**config.mk**
```make
export PLATFORM = sky130hd
export DESIGN_NAME = dual_watchdog_reset_unit
export DESIGN_NICKNAME = d
export VERILOG_FILES = /design/src/include/wdt_pkg.sv /design/src/dual_watchdog_reset_unit.sv /design/src/wdt_reset_stretch.sv /design/src/wdt_tick_div.sv
export SDC_FILE = /design/constraint.sdc
export NUM_CORES = 1
export LEC_CHECK = 0
export ABC_CLOCK_PERIOD_IN_PS = 2900
export BUFFER_PORTS_ARGS = -buffer_cell sky130_fd_sc_hd__buf_2
export CAP_MARGIN = 20
export CORE_ASPECT_RATIO = 2
export CORE_MARGIN = 4
export CORE_UTILIZATION = 41
export DETAILED_ROUTE_END_ITERATION = 7
export GPL_TIMING_DRIVEN = 0
export PLACE_DENSITY = 0.66
export SLEW_MARGIN = 5
export SYNTH_ARGS = -nofsm -noshare
export SYNTH_HDL_FRONTEND = slang
export SYNTH_SLANG_ARGS = --single-unit
```
**constraint.sdc**
```tcl
create_clock -name pclk -period 2.9 [get_ports pclk]
set_input_delay 0.145 -clock pclk [delete_from_list [all_inputs] [get_ports pclk]]
set_output_delay 0.145 -clock pclk [all_outputs]
set_load 0.02 [all_outputs]
```
**src/include/wdt_pkg.sv**
```systemverilog
// Shared constants for the dual watchdog reset unit
package wdt_pkg;
  // Clock rate
  localparam int unsigned CLK_HZ = 200_000_000;
  localparam int unsigned CLK_KHZ = CLK_HZ / 1000;

  // Hardware watchdog timeouts, nominal, in milliseconds
  localparam int unsigned HW_SHORT_MS = 2000;
  localparam int unsigned HW_LONG_MS = 8000;
  localparam int unsigned HW_TOL_MS = 200;
  localparam int unsigned HW_SHORT_CYCLES = HW_SHORT_MS * CLK_KHZ;
  localparam int unsigned HW_LONG_CYCLES = HW_LONG_MS * CLK_KHZ;

  // Peripheral watchdog timing
  localparam int unsigned SEC_CYCLES = CLK_HZ;
  localparam int unsigned SEC_PER_MIN = 60;
  localparam int unsigned PW_MIN_MINUTES = 1;
  localparam int unsigned PW_MAX_MINUTES = 255;

  // Length of one reset request, in cycles
  localparam int unsigned RESET_PULSE_CYCLES = 64;

  // Register byte offsets
  localparam logic [7:0] OFF_HW_CTRL = 8'h00;
  localparam logic [7:0] OFF_PW_CFG = 8'h04;
  localparam logic [7:0] OFF_PW_KICK = 8'h08;
  localparam logic [7:0] OFF_STATUS = 8'h0C;
  localparam logic [7:0] OFF_MASK = 8'h10;
  localparam logic [7:0] OFF_STATE = 8'h14;

  // Kick port address of the original I/O map, kept for reference
  localparam logic [15:0] IO_KICK_ADDR = 16'h0201;

  // Field positions
  localparam int HW_KICK_BIT = 1;
  localparam int PW_TMO_LSB = 0;
  localparam int PW_TMO_W = 8;
  localparam int PW_RTC_EN_BIT = 8;
  localparam int PW_ARM_BIT = 9;
  localparam int ST_HW_EXP_BIT = 0;
  localparam int ST_PW_EXP_BIT = 1;
  localparam int STATE_HW_RUN_BIT = 0;
  localparam int STATE_PW_ARM_BIT = 1;
  localparam int STATE_PW_LEFT_LSB = 8;

  // Reset values
  localparam logic [31:0] HW_CTRL_RST = 32'h0000_0000;
  localparam logic [PW_TMO_W-1:0] PW_TMO_RST = 8'h01;
  localparam logic [1:0] STATUS_RST = 2'h0;
  localparam logic [1:0] MASK_RST = 2'h0;
endpackage

```
**src/dual_watchdog_reset_unit.sv**
```systemverilog
// Two independent watchdogs with APB registers and reset request
//
// How it works
// - Two watchdogs run apart and either expiry raises cpu_reset_req.
// - The hardware timeout is 2 s or 8 s as the select jumper sets it.
// - After reset the hardware watchdog is stopped and does not count.
// - Each later one-then-zero pulse restarts it, else the board resets.
// - Once started, nothing software does can stop it.
// - The control bit is driven out on watchdog_kick_line.
// - With its enable jumper removed the hardware watchdog never fires.
// - The peripheral timeout is 1 to 255 whole minutes.
// - It counts only while its clock-module enable bit is set.
// - A read of the kick register restarts the peripheral timeout.
// - Peripheral expiry without a kick raises a reset request.
// - Its own jumper removed disables the peripheral watchdog alone.
//
// Implementation choices: the register offsets and register access over APB.
`timescale 1ns/100ps
module dual_watchdog_reset_unit
  import wdt_pkg::*;
#(
  parameter int unsigned HW_SHORT_CYC = wdt_pkg::HW_SHORT_CYCLES,
  parameter int unsigned HW_LONG_CYC = wdt_pkg::HW_LONG_CYCLES,
  parameter int unsigned SEC_CYC = wdt_pkg::SEC_CYCLES,
  parameter int unsigned PULSE_CYC = wdt_pkg::RESET_PULSE_CYCLES
) (
  input wire logic pclk,
  input wire logic presetn,
  input wire logic ce,
  input wire logic psel,
  input wire logic penable,
  input wire logic pwrite,
  input wire logic [31:0] paddr,
  input wire logic [31:0] pwdata,
  output logic [31:0] prdata,
  output logic pready,
  output logic pslverr,
  input wire logic timeout_select_jumper,
  input wire logic hw_watchdog_enable_jumper,
  input wire logic periph_watchdog_enable_jumper,
  output logic watchdog_kick_line,
  output logic cpu_reset_req,
  output logic irq
);
  import wdt_pkg::*;

  localparam int HW_W = 32;

  // Jumper synchronisers
  logic [2:0] jmp_meta_q;
  logic [2:0] jmp_q;
  logic sel_long;
  logic hw_jmp_en;
  logic pw_jmp_en;

  // Bus decode
  logic setup_ph;
  logic access_ph;
  logic wr_done;
  logic rd_done;
  logic [7:0] off;
  logic mapped;
  logic [31:0] rd_mux;
  logic [31:0] prdata_q;
  logic slverr_q;

  // Registers
  logic kick_bit_q;
  logic [PW_TMO_W-1:0] pw_tmo_q;
  logic pw_rtc_en_q;
  logic [1:0] status_q;
  logic [1:0] mask_q;

  // Hardware watchdog
  logic hw_kick;
  logic hw_run_q;
  logic [HW_W-1:0] hw_cnt_q;
  logic hw_expire;

  // Peripheral watchdog
  logic pw_arm_q;
  logic pw_kick;
  logic pw_arm_wr;
  logic pw_count_en;
  logic sec_tick;
  logic min_tick;
  logic [PW_TMO_W-1:0] pw_left_q;
  logic pw_expire;

  // Reset generation
  logic hw_rst_act;
  logic pw_rst_act;
  logic rst_req_q;

  always_ff @(posedge pclk or negedge presetn)
  begin
    if (!presetn)
    begin
      jmp_meta_q <= 3'h0;
      jmp_q <= 3'h0;
    end
    else if (ce)
    begin
      jmp_meta_q <= {periph_watchdog_enable_jumper,
                     hw_watchdog_enable_jumper, timeout_select_jumper};
      jmp_q <= jmp_meta_q;
    end
  end

  assign sel_long = jmp_q[0];
  assign hw_jmp_en = jmp_q[1];
  assign pw_jmp_en = jmp_q[2];

  // APB slave: zero wait states, data latched in the setup cycle
  assign setup_ph = psel && !penable;
  assign access_ph = psel && penable && ce;
  assign off = paddr[7:0];
  assign mapped = (paddr[31:8] == 24'h00_0000) && (paddr[1:0] == 2'b00)
    && (off == OFF_HW_CTRL || off == OFF_PW_CFG || off == OFF_PW_KICK
    || off == OFF_STATUS || off == OFF_MASK || off == OFF_STATE);
  assign wr_done = access_ph && pwrite && !slverr_q;
  assign rd_done = access_ph && !pwrite && !slverr_q;
  assign pready = access_ph;
  assign pslverr = access_ph && slverr_q;
  assign prdata = prdata_q;

  always_comb
  begin
    rd_mux = 32'h0000_0000;
    unique case (off)
      OFF_HW_CTRL:
        rd_mux[HW_KICK_BIT] = kick_bit_q;
      OFF_PW_CFG:
      begin
        rd_mux[PW_TMO_LSB +: PW_TMO_W] = pw_tmo_q;
        rd_mux[PW_RTC_EN_BIT] = pw_rtc_en_q;
        rd_mux[PW_ARM_BIT] = pw_arm_q;
      end
      OFF_STATUS:
        rd_mux[1:0] = status_q;
      OFF_MASK:
        rd_mux[1:0] = mask_q;
      OFF_STATE:
      begin
        rd_mux[STATE_HW_RUN_BIT] = hw_run_q;
        rd_mux[STATE_PW_ARM_BIT] = pw_arm_q;
        rd_mux[STATE_PW_LEFT_LSB +: PW_TMO_W] = pw_left_q;
      end
      default:
        rd_mux = 32'h0000_0000;
    endcase
  end

  always_ff @(posedge pclk or negedge presetn)
  begin
    if (!presetn)
    begin
      prdata_q <= 32'h0000_0000;
      slverr_q <= 1'b0;
    end
    else if (ce && setup_ph)
    begin
      prdata_q <= mapped ? rd_mux : 32'h0000_0000;
      slverr_q <= !mapped;
    end
  end

  // Hardware watchdog control bit; drives the external timer line
  always_ff @(posedge pclk or negedge presetn)
  begin
    if (!presetn)
      kick_bit_q <= HW_CTRL_RST[HW_KICK_BIT];
    else if (ce && wr_done && off == OFF_HW_CTRL)
      kick_bit_q <= pwdata[HW_KICK_BIT];
  end

  assign watchdog_kick_line = kick_bit_q;

  // A kick is the clearing write that follows a set
  assign hw_kick = wr_done && off == OFF_HW_CTRL && kick_bit_q
    && !pwdata[HW_KICK_BIT];

  always_ff @(posedge pclk or negedge presetn)
  begin
    if (!presetn)
    begin
      hw_run_q <= 1'b0;
      hw_cnt_q <= '0;
    end
    else if (ce)
    begin
      if (!hw_jmp_en)
      begin
        hw_run_q <= 1'b0;
        hw_cnt_q <= '0;
      end
      else if (hw_expire)
      begin
        hw_run_q <= 1'b0;
        hw_cnt_q <= '0;
      end
      else if (hw_kick)
      begin
        // No write path clears hw_run_q
        hw_run_q <= 1'b1;
        hw_cnt_q <= sel_long ? HW_W'(HW_LONG_CYC - 1)
                             : HW_W'(HW_SHORT_CYC - 1);
      end
      else if (hw_run_q)
        hw_cnt_q <= hw_cnt_q - 1'b1;
    end
  end

  assign hw_expire = hw_run_q && hw_cnt_q == '0 && !hw_kick;

  // Peripheral watchdog configuration
  assign pw_arm_wr = wr_done && off == OFF_PW_CFG && pwdata[PW_ARM_BIT];

  always_ff @(posedge pclk or negedge presetn)
  begin
    if (!presetn)
    begin
      pw_tmo_q <= PW_TMO_RST;
      pw_rtc_en_q <= 1'b0;
    end
    else if (ce && wr_done && off == OFF_PW_CFG)
    begin
      // Zero is outside the legal range and is raised to the minimum
      if (pwdata[PW_TMO_LSB +: PW_TMO_W] == '0)
        pw_tmo_q <= PW_TMO_W'(PW_MIN_MINUTES);
      else
        pw_tmo_q <= pwdata[PW_TMO_LSB +: PW_TMO_W];
      pw_rtc_en_q <= pwdata[PW_RTC_EN_BIT];
    end
  end

  assign pw_kick = rd_done && off == OFF_PW_KICK;
  assign pw_count_en = pw_arm_q && pw_rtc_en_q && pw_jmp_en;

  wdt_tick_div #(
    .DIV(SEC_CYC)
  ) u_sec_div (
    .clk(pclk),
    .rst_n(presetn),
    .ce(ce),
    .clr(pw_kick || pw_arm_wr || !pw_arm_q),
    .en(pw_count_en),
    .tick(sec_tick)
  );

  wdt_tick_div #(
    .DIV(SEC_PER_MIN)
  ) u_min_div (
    .clk(pclk),
    .rst_n(presetn),
    .ce(ce),
    .clr(pw_kick || pw_arm_wr || !pw_arm_q),
    .en(sec_tick),
    .tick(min_tick)
  );

  always_ff @(posedge pclk or negedge presetn)
  begin
    if (!presetn)
    begin
      pw_arm_q <= 1'b0;
      pw_left_q <= '0;
    end
    else if (ce)
    begin
      if (!pw_jmp_en)
      begin
        pw_arm_q <= 1'b0;
        pw_left_q <= '0;
      end
      else if (pw_expire)
      begin
        pw_arm_q <= 1'b0;
        pw_left_q <= '0;
      end
      else if (pw_arm_wr)
      begin
        pw_arm_q <= 1'b1;
        pw_left_q <= (pwdata[PW_TMO_LSB +: PW_TMO_W] == '0)
          ? PW_TMO_W'(PW_MIN_MINUTES) : pwdata[PW_TMO_LSB +: PW_TMO_W];
      end
      else if (pw_kick && pw_arm_q)
        pw_left_q <= pw_tmo_q;
      else if (min_tick && pw_left_q != '0)
        pw_left_q <= pw_left_q - 1'b1;
    end
  end

  assign pw_expire = pw_arm_q && min_tick && pw_left_q == PW_TMO_W'(1)
    && !pw_kick;

  // One fixed pulse for each watchdog
  wdt_reset_stretch #(
    .LEN(PULSE_CYC)
  ) u_hw_pulse (
    .clk(pclk),
    .rst_n(presetn),
    .ce(ce),
    .trig(hw_expire),
    .active(hw_rst_act)
  );

  wdt_reset_stretch #(
    .LEN(PULSE_CYC)
  ) u_pw_pulse (
    .clk(pclk),
    .rst_n(presetn),
    .ce(ce),
    .trig(pw_expire),
    .active(pw_rst_act)
  );

  always_ff @(posedge pclk or negedge presetn)
  begin
    if (!presetn)
      rst_req_q <= 1'b0;
    else if (ce)
      rst_req_q <= hw_rst_act || pw_rst_act;
  end

  assign cpu_reset_req = rst_req_q;

  // Sticky expiry flags; a new event beats a same-cycle clear
  always_ff @(posedge pclk or negedge presetn)
  begin
    if (!presetn)
    begin
      status_q <= STATUS_RST;
      mask_q <= MASK_RST;
    end
    else if (ce)
    begin
      status_q[ST_HW_EXP_BIT] <= hw_expire || (status_q[ST_HW_EXP_BIT]
        && !(wr_done && off == OFF_STATUS && pwdata[ST_HW_EXP_BIT]));
      status_q[ST_PW_EXP_BIT] <= pw_expire || (status_q[ST_PW_EXP_BIT]
        && !(wr_done && off == OFF_STATUS && pwdata[ST_PW_EXP_BIT]));
      if (wr_done && off == OFF_MASK)
        mask_q <= pwdata[1:0];
    end
  end

  assign irq = |(status_q & mask_q);
endmodule

```
**src/wdt_reset_stretch.sv**
```systemverilog
// Stretches a trigger pulse into a fixed-length reset request
`timescale 1ns/100ps
module wdt_reset_stretch #(
  parameter int unsigned LEN = 64,
  parameter int W = $clog2(LEN + 1)
) (
  input wire logic clk,
  input wire logic rst_n,
  input wire logic ce,
  input wire logic trig,
  output logic active
);
  logic [W-1:0] left_q;

  always_ff @(posedge clk or negedge rst_n)
  begin
    if (!rst_n)
      left_q <= '0;
    else if (ce)
    begin
      // A second trigger during a pulse does not extend it
      if (trig && left_q == '0)
        left_q <= W'(LEN);
      else if (left_q != '0)
        left_q <= left_q - 1'b1;
    end
  end

  assign active = (left_q != '0);
endmodule

```
**src/wdt_tick_div.sv**
```systemverilog
// Enabled tick divider with synchronous restart
`timescale 1ns/100ps
module wdt_tick_div #(
  parameter int unsigned DIV = 60,
  parameter int W = $clog2(DIV + 1)
) (
  input wire logic clk,
  input wire logic rst_n,
  input wire logic ce,
  input wire logic clr,
  input wire logic en,
  output logic tick
);
  logic [W-1:0] cnt_q;
  localparam logic [W-1:0] LAST = W'(DIV - 1);

  always_ff @(posedge clk or negedge rst_n)
  begin
    if (!rst_n)
      cnt_q <= '0;
    else if (ce)
    begin
      if (clr)
        cnt_q <= '0;
      else if (en)
        cnt_q <= (cnt_q == LAST) ? '0 : cnt_q + 1'b1;
    end
  end

  assign tick = ce && en && !clr && (cnt_q == LAST);
endmodule
```
==> flow_metrics.env <==
export IMPL_outcome="completed"
export IMPL_dp_slack_ns=-0.147
export IMPL_via_per_inst=5.96
export IMPL_hold_viol_final=0
export IMPL_wirelength_um=20900
export IMPL_drv_cap=0
export IMPL_drt_first_pass_iters=5
export IMPL_cts_path_max_buffers=2
export IMPL_cts_root_buf="clkbuf_16"
export IMPL_worstPathMaxFanout=10
export IMPL_htree_levels=4
export IMPL_critical_path_max_stage_delay_ns=0.60
export IMPL_peakVddDrop_mv=0.404
export IMPL_portBuffers=70
export IMPL_fp_coreArea_um2=17400
export IMPL_crit_arrival_ns=3.12
export IMPL_die_x_um=102
export IMPL_yosys_warnings=0
export IMPL_cp_common_cell="a31oi_1"
export IMPL_final_nets=986
export IMPL_final_common_cell="dfrtp_1"
export IMPL_grt_pass1_wl_um=33800
export IMPL_mostFrequentLayoutCells="127 x dfrtp_1, 73 x buf_2, 67 x nand2_1"
export IMPL_yosysTopAreaCellShare_pct=43.6
export IMPL_worst_path_buf_inv=1
export IMPL_drv_slew=0
export IMPL_period_needed_ns=2.84
export IMPL_setup_viol=0
export IMPL_use_met2_pct=40.6
export IMPL_max_freq_ghz=0.352
export IMPL_clock_latency_ns=0.43
export IMPL_cts_made_buffers=17
export IMPL_ant_nets=0
export IMPL_leakage_uw=0.00392
export IMPL_seq_area_frac_synth_pct=44.0
export IMPL_gr_total_overflow=0
export IMPL_timing_final_crit_share_pct=97.8
export IMPL_wl_per_cell_um=18.5
export IMPL_worst_path_max_delay_cell="or4b_1"
export IMPL_fin_skew_ns=0.00941
export IMPL_crit_chain="or4b_1 > or4_4 > o31ai_4 > nor2_1 > clkbuf_1 > a31oi_1 > a31oi_1"
export IMPL_track_usage_pct=21.5
export IMPL_die_area_um2=20100
export IMPL_synthArstFlopShare_pct=100
export IMPL_gp_congestion=0.857
export IMPL_startpoint_type="flop"
export IMPL_synth_edf_count=0
export IMPL_path_clk_slew_ns=0.06
export IMPL_start_util_pct=42.0
export IMPL_dp_cells=1088
export IMPL_antennaDiodeCount=0
export IMPL_ys_flop_type="dfrtp_1"
export IMPL_path_class="reg -> reg"
export IMPL_io_pins=110
export IMPL_grt_busiest_layer="met2"
export IMPL_fin_cells=1128
export IMPL_clock_sinks=128
export IMPL_drcViolationCount=0
export IMPL_cts_tree="built"
export IMPL_grt_max_degree=84
export IMPL_yosysTopAreaCell="dfrtp_1"
export IMPL_dp_hpwl_um=15500
export IMPL_worst_slew_pin_slew_ns=0.695
export IMPL_avgSynthCellArea_um2=9.20
export IMPL_num_rows=68
export IMPL_relSlewSlack_pct=53.2
export IMPL_grt_util_met3_pct=3.65
export IMPL_syn_inst=792
export IMPL_synth_seq_cells=128
export IMPL_drive_above_1_share_pct=19.4
export IMPL_use_met1_pct=21.2
export IMPL_setup_slack_ns=0.0625
export IMPL_rsz0062_at_grt="yes"
export IMPL_cp_data_required_time_ns=3.18
export IMPL_via_count=6728
export IMPL_antenna_found_initial=0
export IMPL_synthesis_area_um2=7280
export IMPL_hold_class="in -> reg"
export IMPL_end_kind="flop"
export IMPL_syn_to_final_growth_pct=20.5
export IMPL_ys_types=80
export IMPL_nFillCells=1653
export IMPL_p_per_area_nw_per_um2=640
export IMPL_cp_top_family="simple AND/OR/NAND/NOR gates"
export IMPL_synth_area_leaders="dfrtp_1 44%, o21ai_0 3.6%, nand2_1 3.5%"
export IMPL_grt_pass1_vias=6811
export IMPL_drt_iter0_drc=406
export IMPL_die_y_um=196
[sequential cells by signal, summed over array words and instances, names as in the netlist]
register	cells
u_hw_pulse.left_q	7
u_pw_pulse.left_q	7
hw_run_q	1
pw_tmo_q	8
pw_left_q	8
cpu_reset_req	1
pw_arm_q	1
slverr_q	1
mask_q	2
u_sec_div.cnt_q	28
jmp_meta_q	3
pw_rtc_en_q	1
prdata	16
hw_cnt_q	32
watchdog_kick_line	1
status_q	2
jmp_q	3
u_min_div.cnt_q	6
[what timing repair did]
item                                    in CTS  in global routing
endpoints found under the hold margin       51                  0
endpoints found under the setup margin      25                 32
gates resized for setup                      4                 15
pin swaps                                    1                  0
setup buffers                                2                  0
hold buffers                                 7                  0
[metal layers]
metal	part of all wire, %	vias to the layer above
li1	-	3187
met1	36	3242
met2	55	244
met3	4.8	55
met4	4.0	0
met5	0	-
[Yosys cell counts, types with 3 or more instances]
master / n
buf_2: 4
a22o_1: 21
o22ai_1: 3
nor3_1: 27
xnor2_1: 5
nand2_1: 67
nor4_1: 21
buf_4: 17
and4_1: 5
o21a_1: 3
nand2b_1: 4
and3_1: 10
o22a_1: 5
nor2b_1: 8
or2_2: 4
dfrtp_1: 127
mux2i_1: 7
o21ai_0: 52
nor4b_1: 3
o21ai_1: 9
nor3b_1: 5
a21oi_1: 47
a32o_1: 3
or3_1: 13
clkbuf_1: 30
o31ai_1: 10
nand3_1: 42
or4_1: 7
a31o_2: 3
o211ai_1: 4
mux2_2: 17
o2bb2ai_1: 7
inv_1: 29
a31oi_1: 25
nor2_1: 56
and2_1: 7
ha_1: 7
a21o_1: 6
a211oi_1: 9
o41ai_1: 5
nand4_1: 12
[through the flow]
stage | TNS (ns) | util [%] | hold WS [ns] | total power (uW) | cell area (um^2)
global placement | -12.93 | 45.8 | 0.385 | 3210 | 7950
floorplan | 0 | - | -0.151 | 2900 | 7340
detailed placement | -1.64 | 46.0 | 0.102 | 3230 | 7990
finish | 0 | 50.6 | 0.00910 | 5620 | 8780
global route | -0.302 | 50.6 | 0.00612 | 5910 | 8780
CTS | 0 | 50.4 | 0.00351 | 5640 | 8740
[worst paths after layout]
check / startpoint / end / slack, ns / cells past startpoint
setup / recovery: u_sec_div.cnt_q[12] / u_sec_div.cnt_q[21] / 0.06 / 7
setup reg to reg: u_sec_div.cnt_q[12] / u_sec_div.cnt_q[21] / 0.06 / 7
hold / removal: periph_watchdog_enable_jumper / jmp_meta_q[2] / 0.009 / 2
hold reg to reg: u_min_div.cnt_q[5] / u_min_div.cnt_q[5] / 0.48 / 1
max in group asynchronous: presetn / pw_tmo_q[0] / 1.89 / 3
min in group asynchronous: presetn / hw_cnt_q[4] / 0.22 / 2
[layout make-up]
class / instances / area [um^2] / share of cell area (%)
inverter: 29 / 109 / 1.24
tap: 210 / 263 / 2.99
clock inverter: 13 / 210 / 2.39
buffer: 53 / 282 / 3.21
multi-input combinational: 597 / 3800 / 43.3
timing repair buffer: 80 / 469 / 5.35
clock buffer: 18 / 439 / 5.00
sequential: 128 / 3200 / 36.5
[power by group]
group          total, uW  internal [uW]  switching [uW]
logic               1130            431             695
registers           2120           1940             178
clock network       2370           1550             828
[cells by family after synthesis]
logic type      synth area share (%)
other cells                   0.0515
compound gates                  21.6
xor+xnor                       0.722
buf+inv                         5.27
flops                           44.0
fa+ha+maj                       1.20
mux                             3.90
simple gates                    23.2
Power figures use the tool's default switching activity.
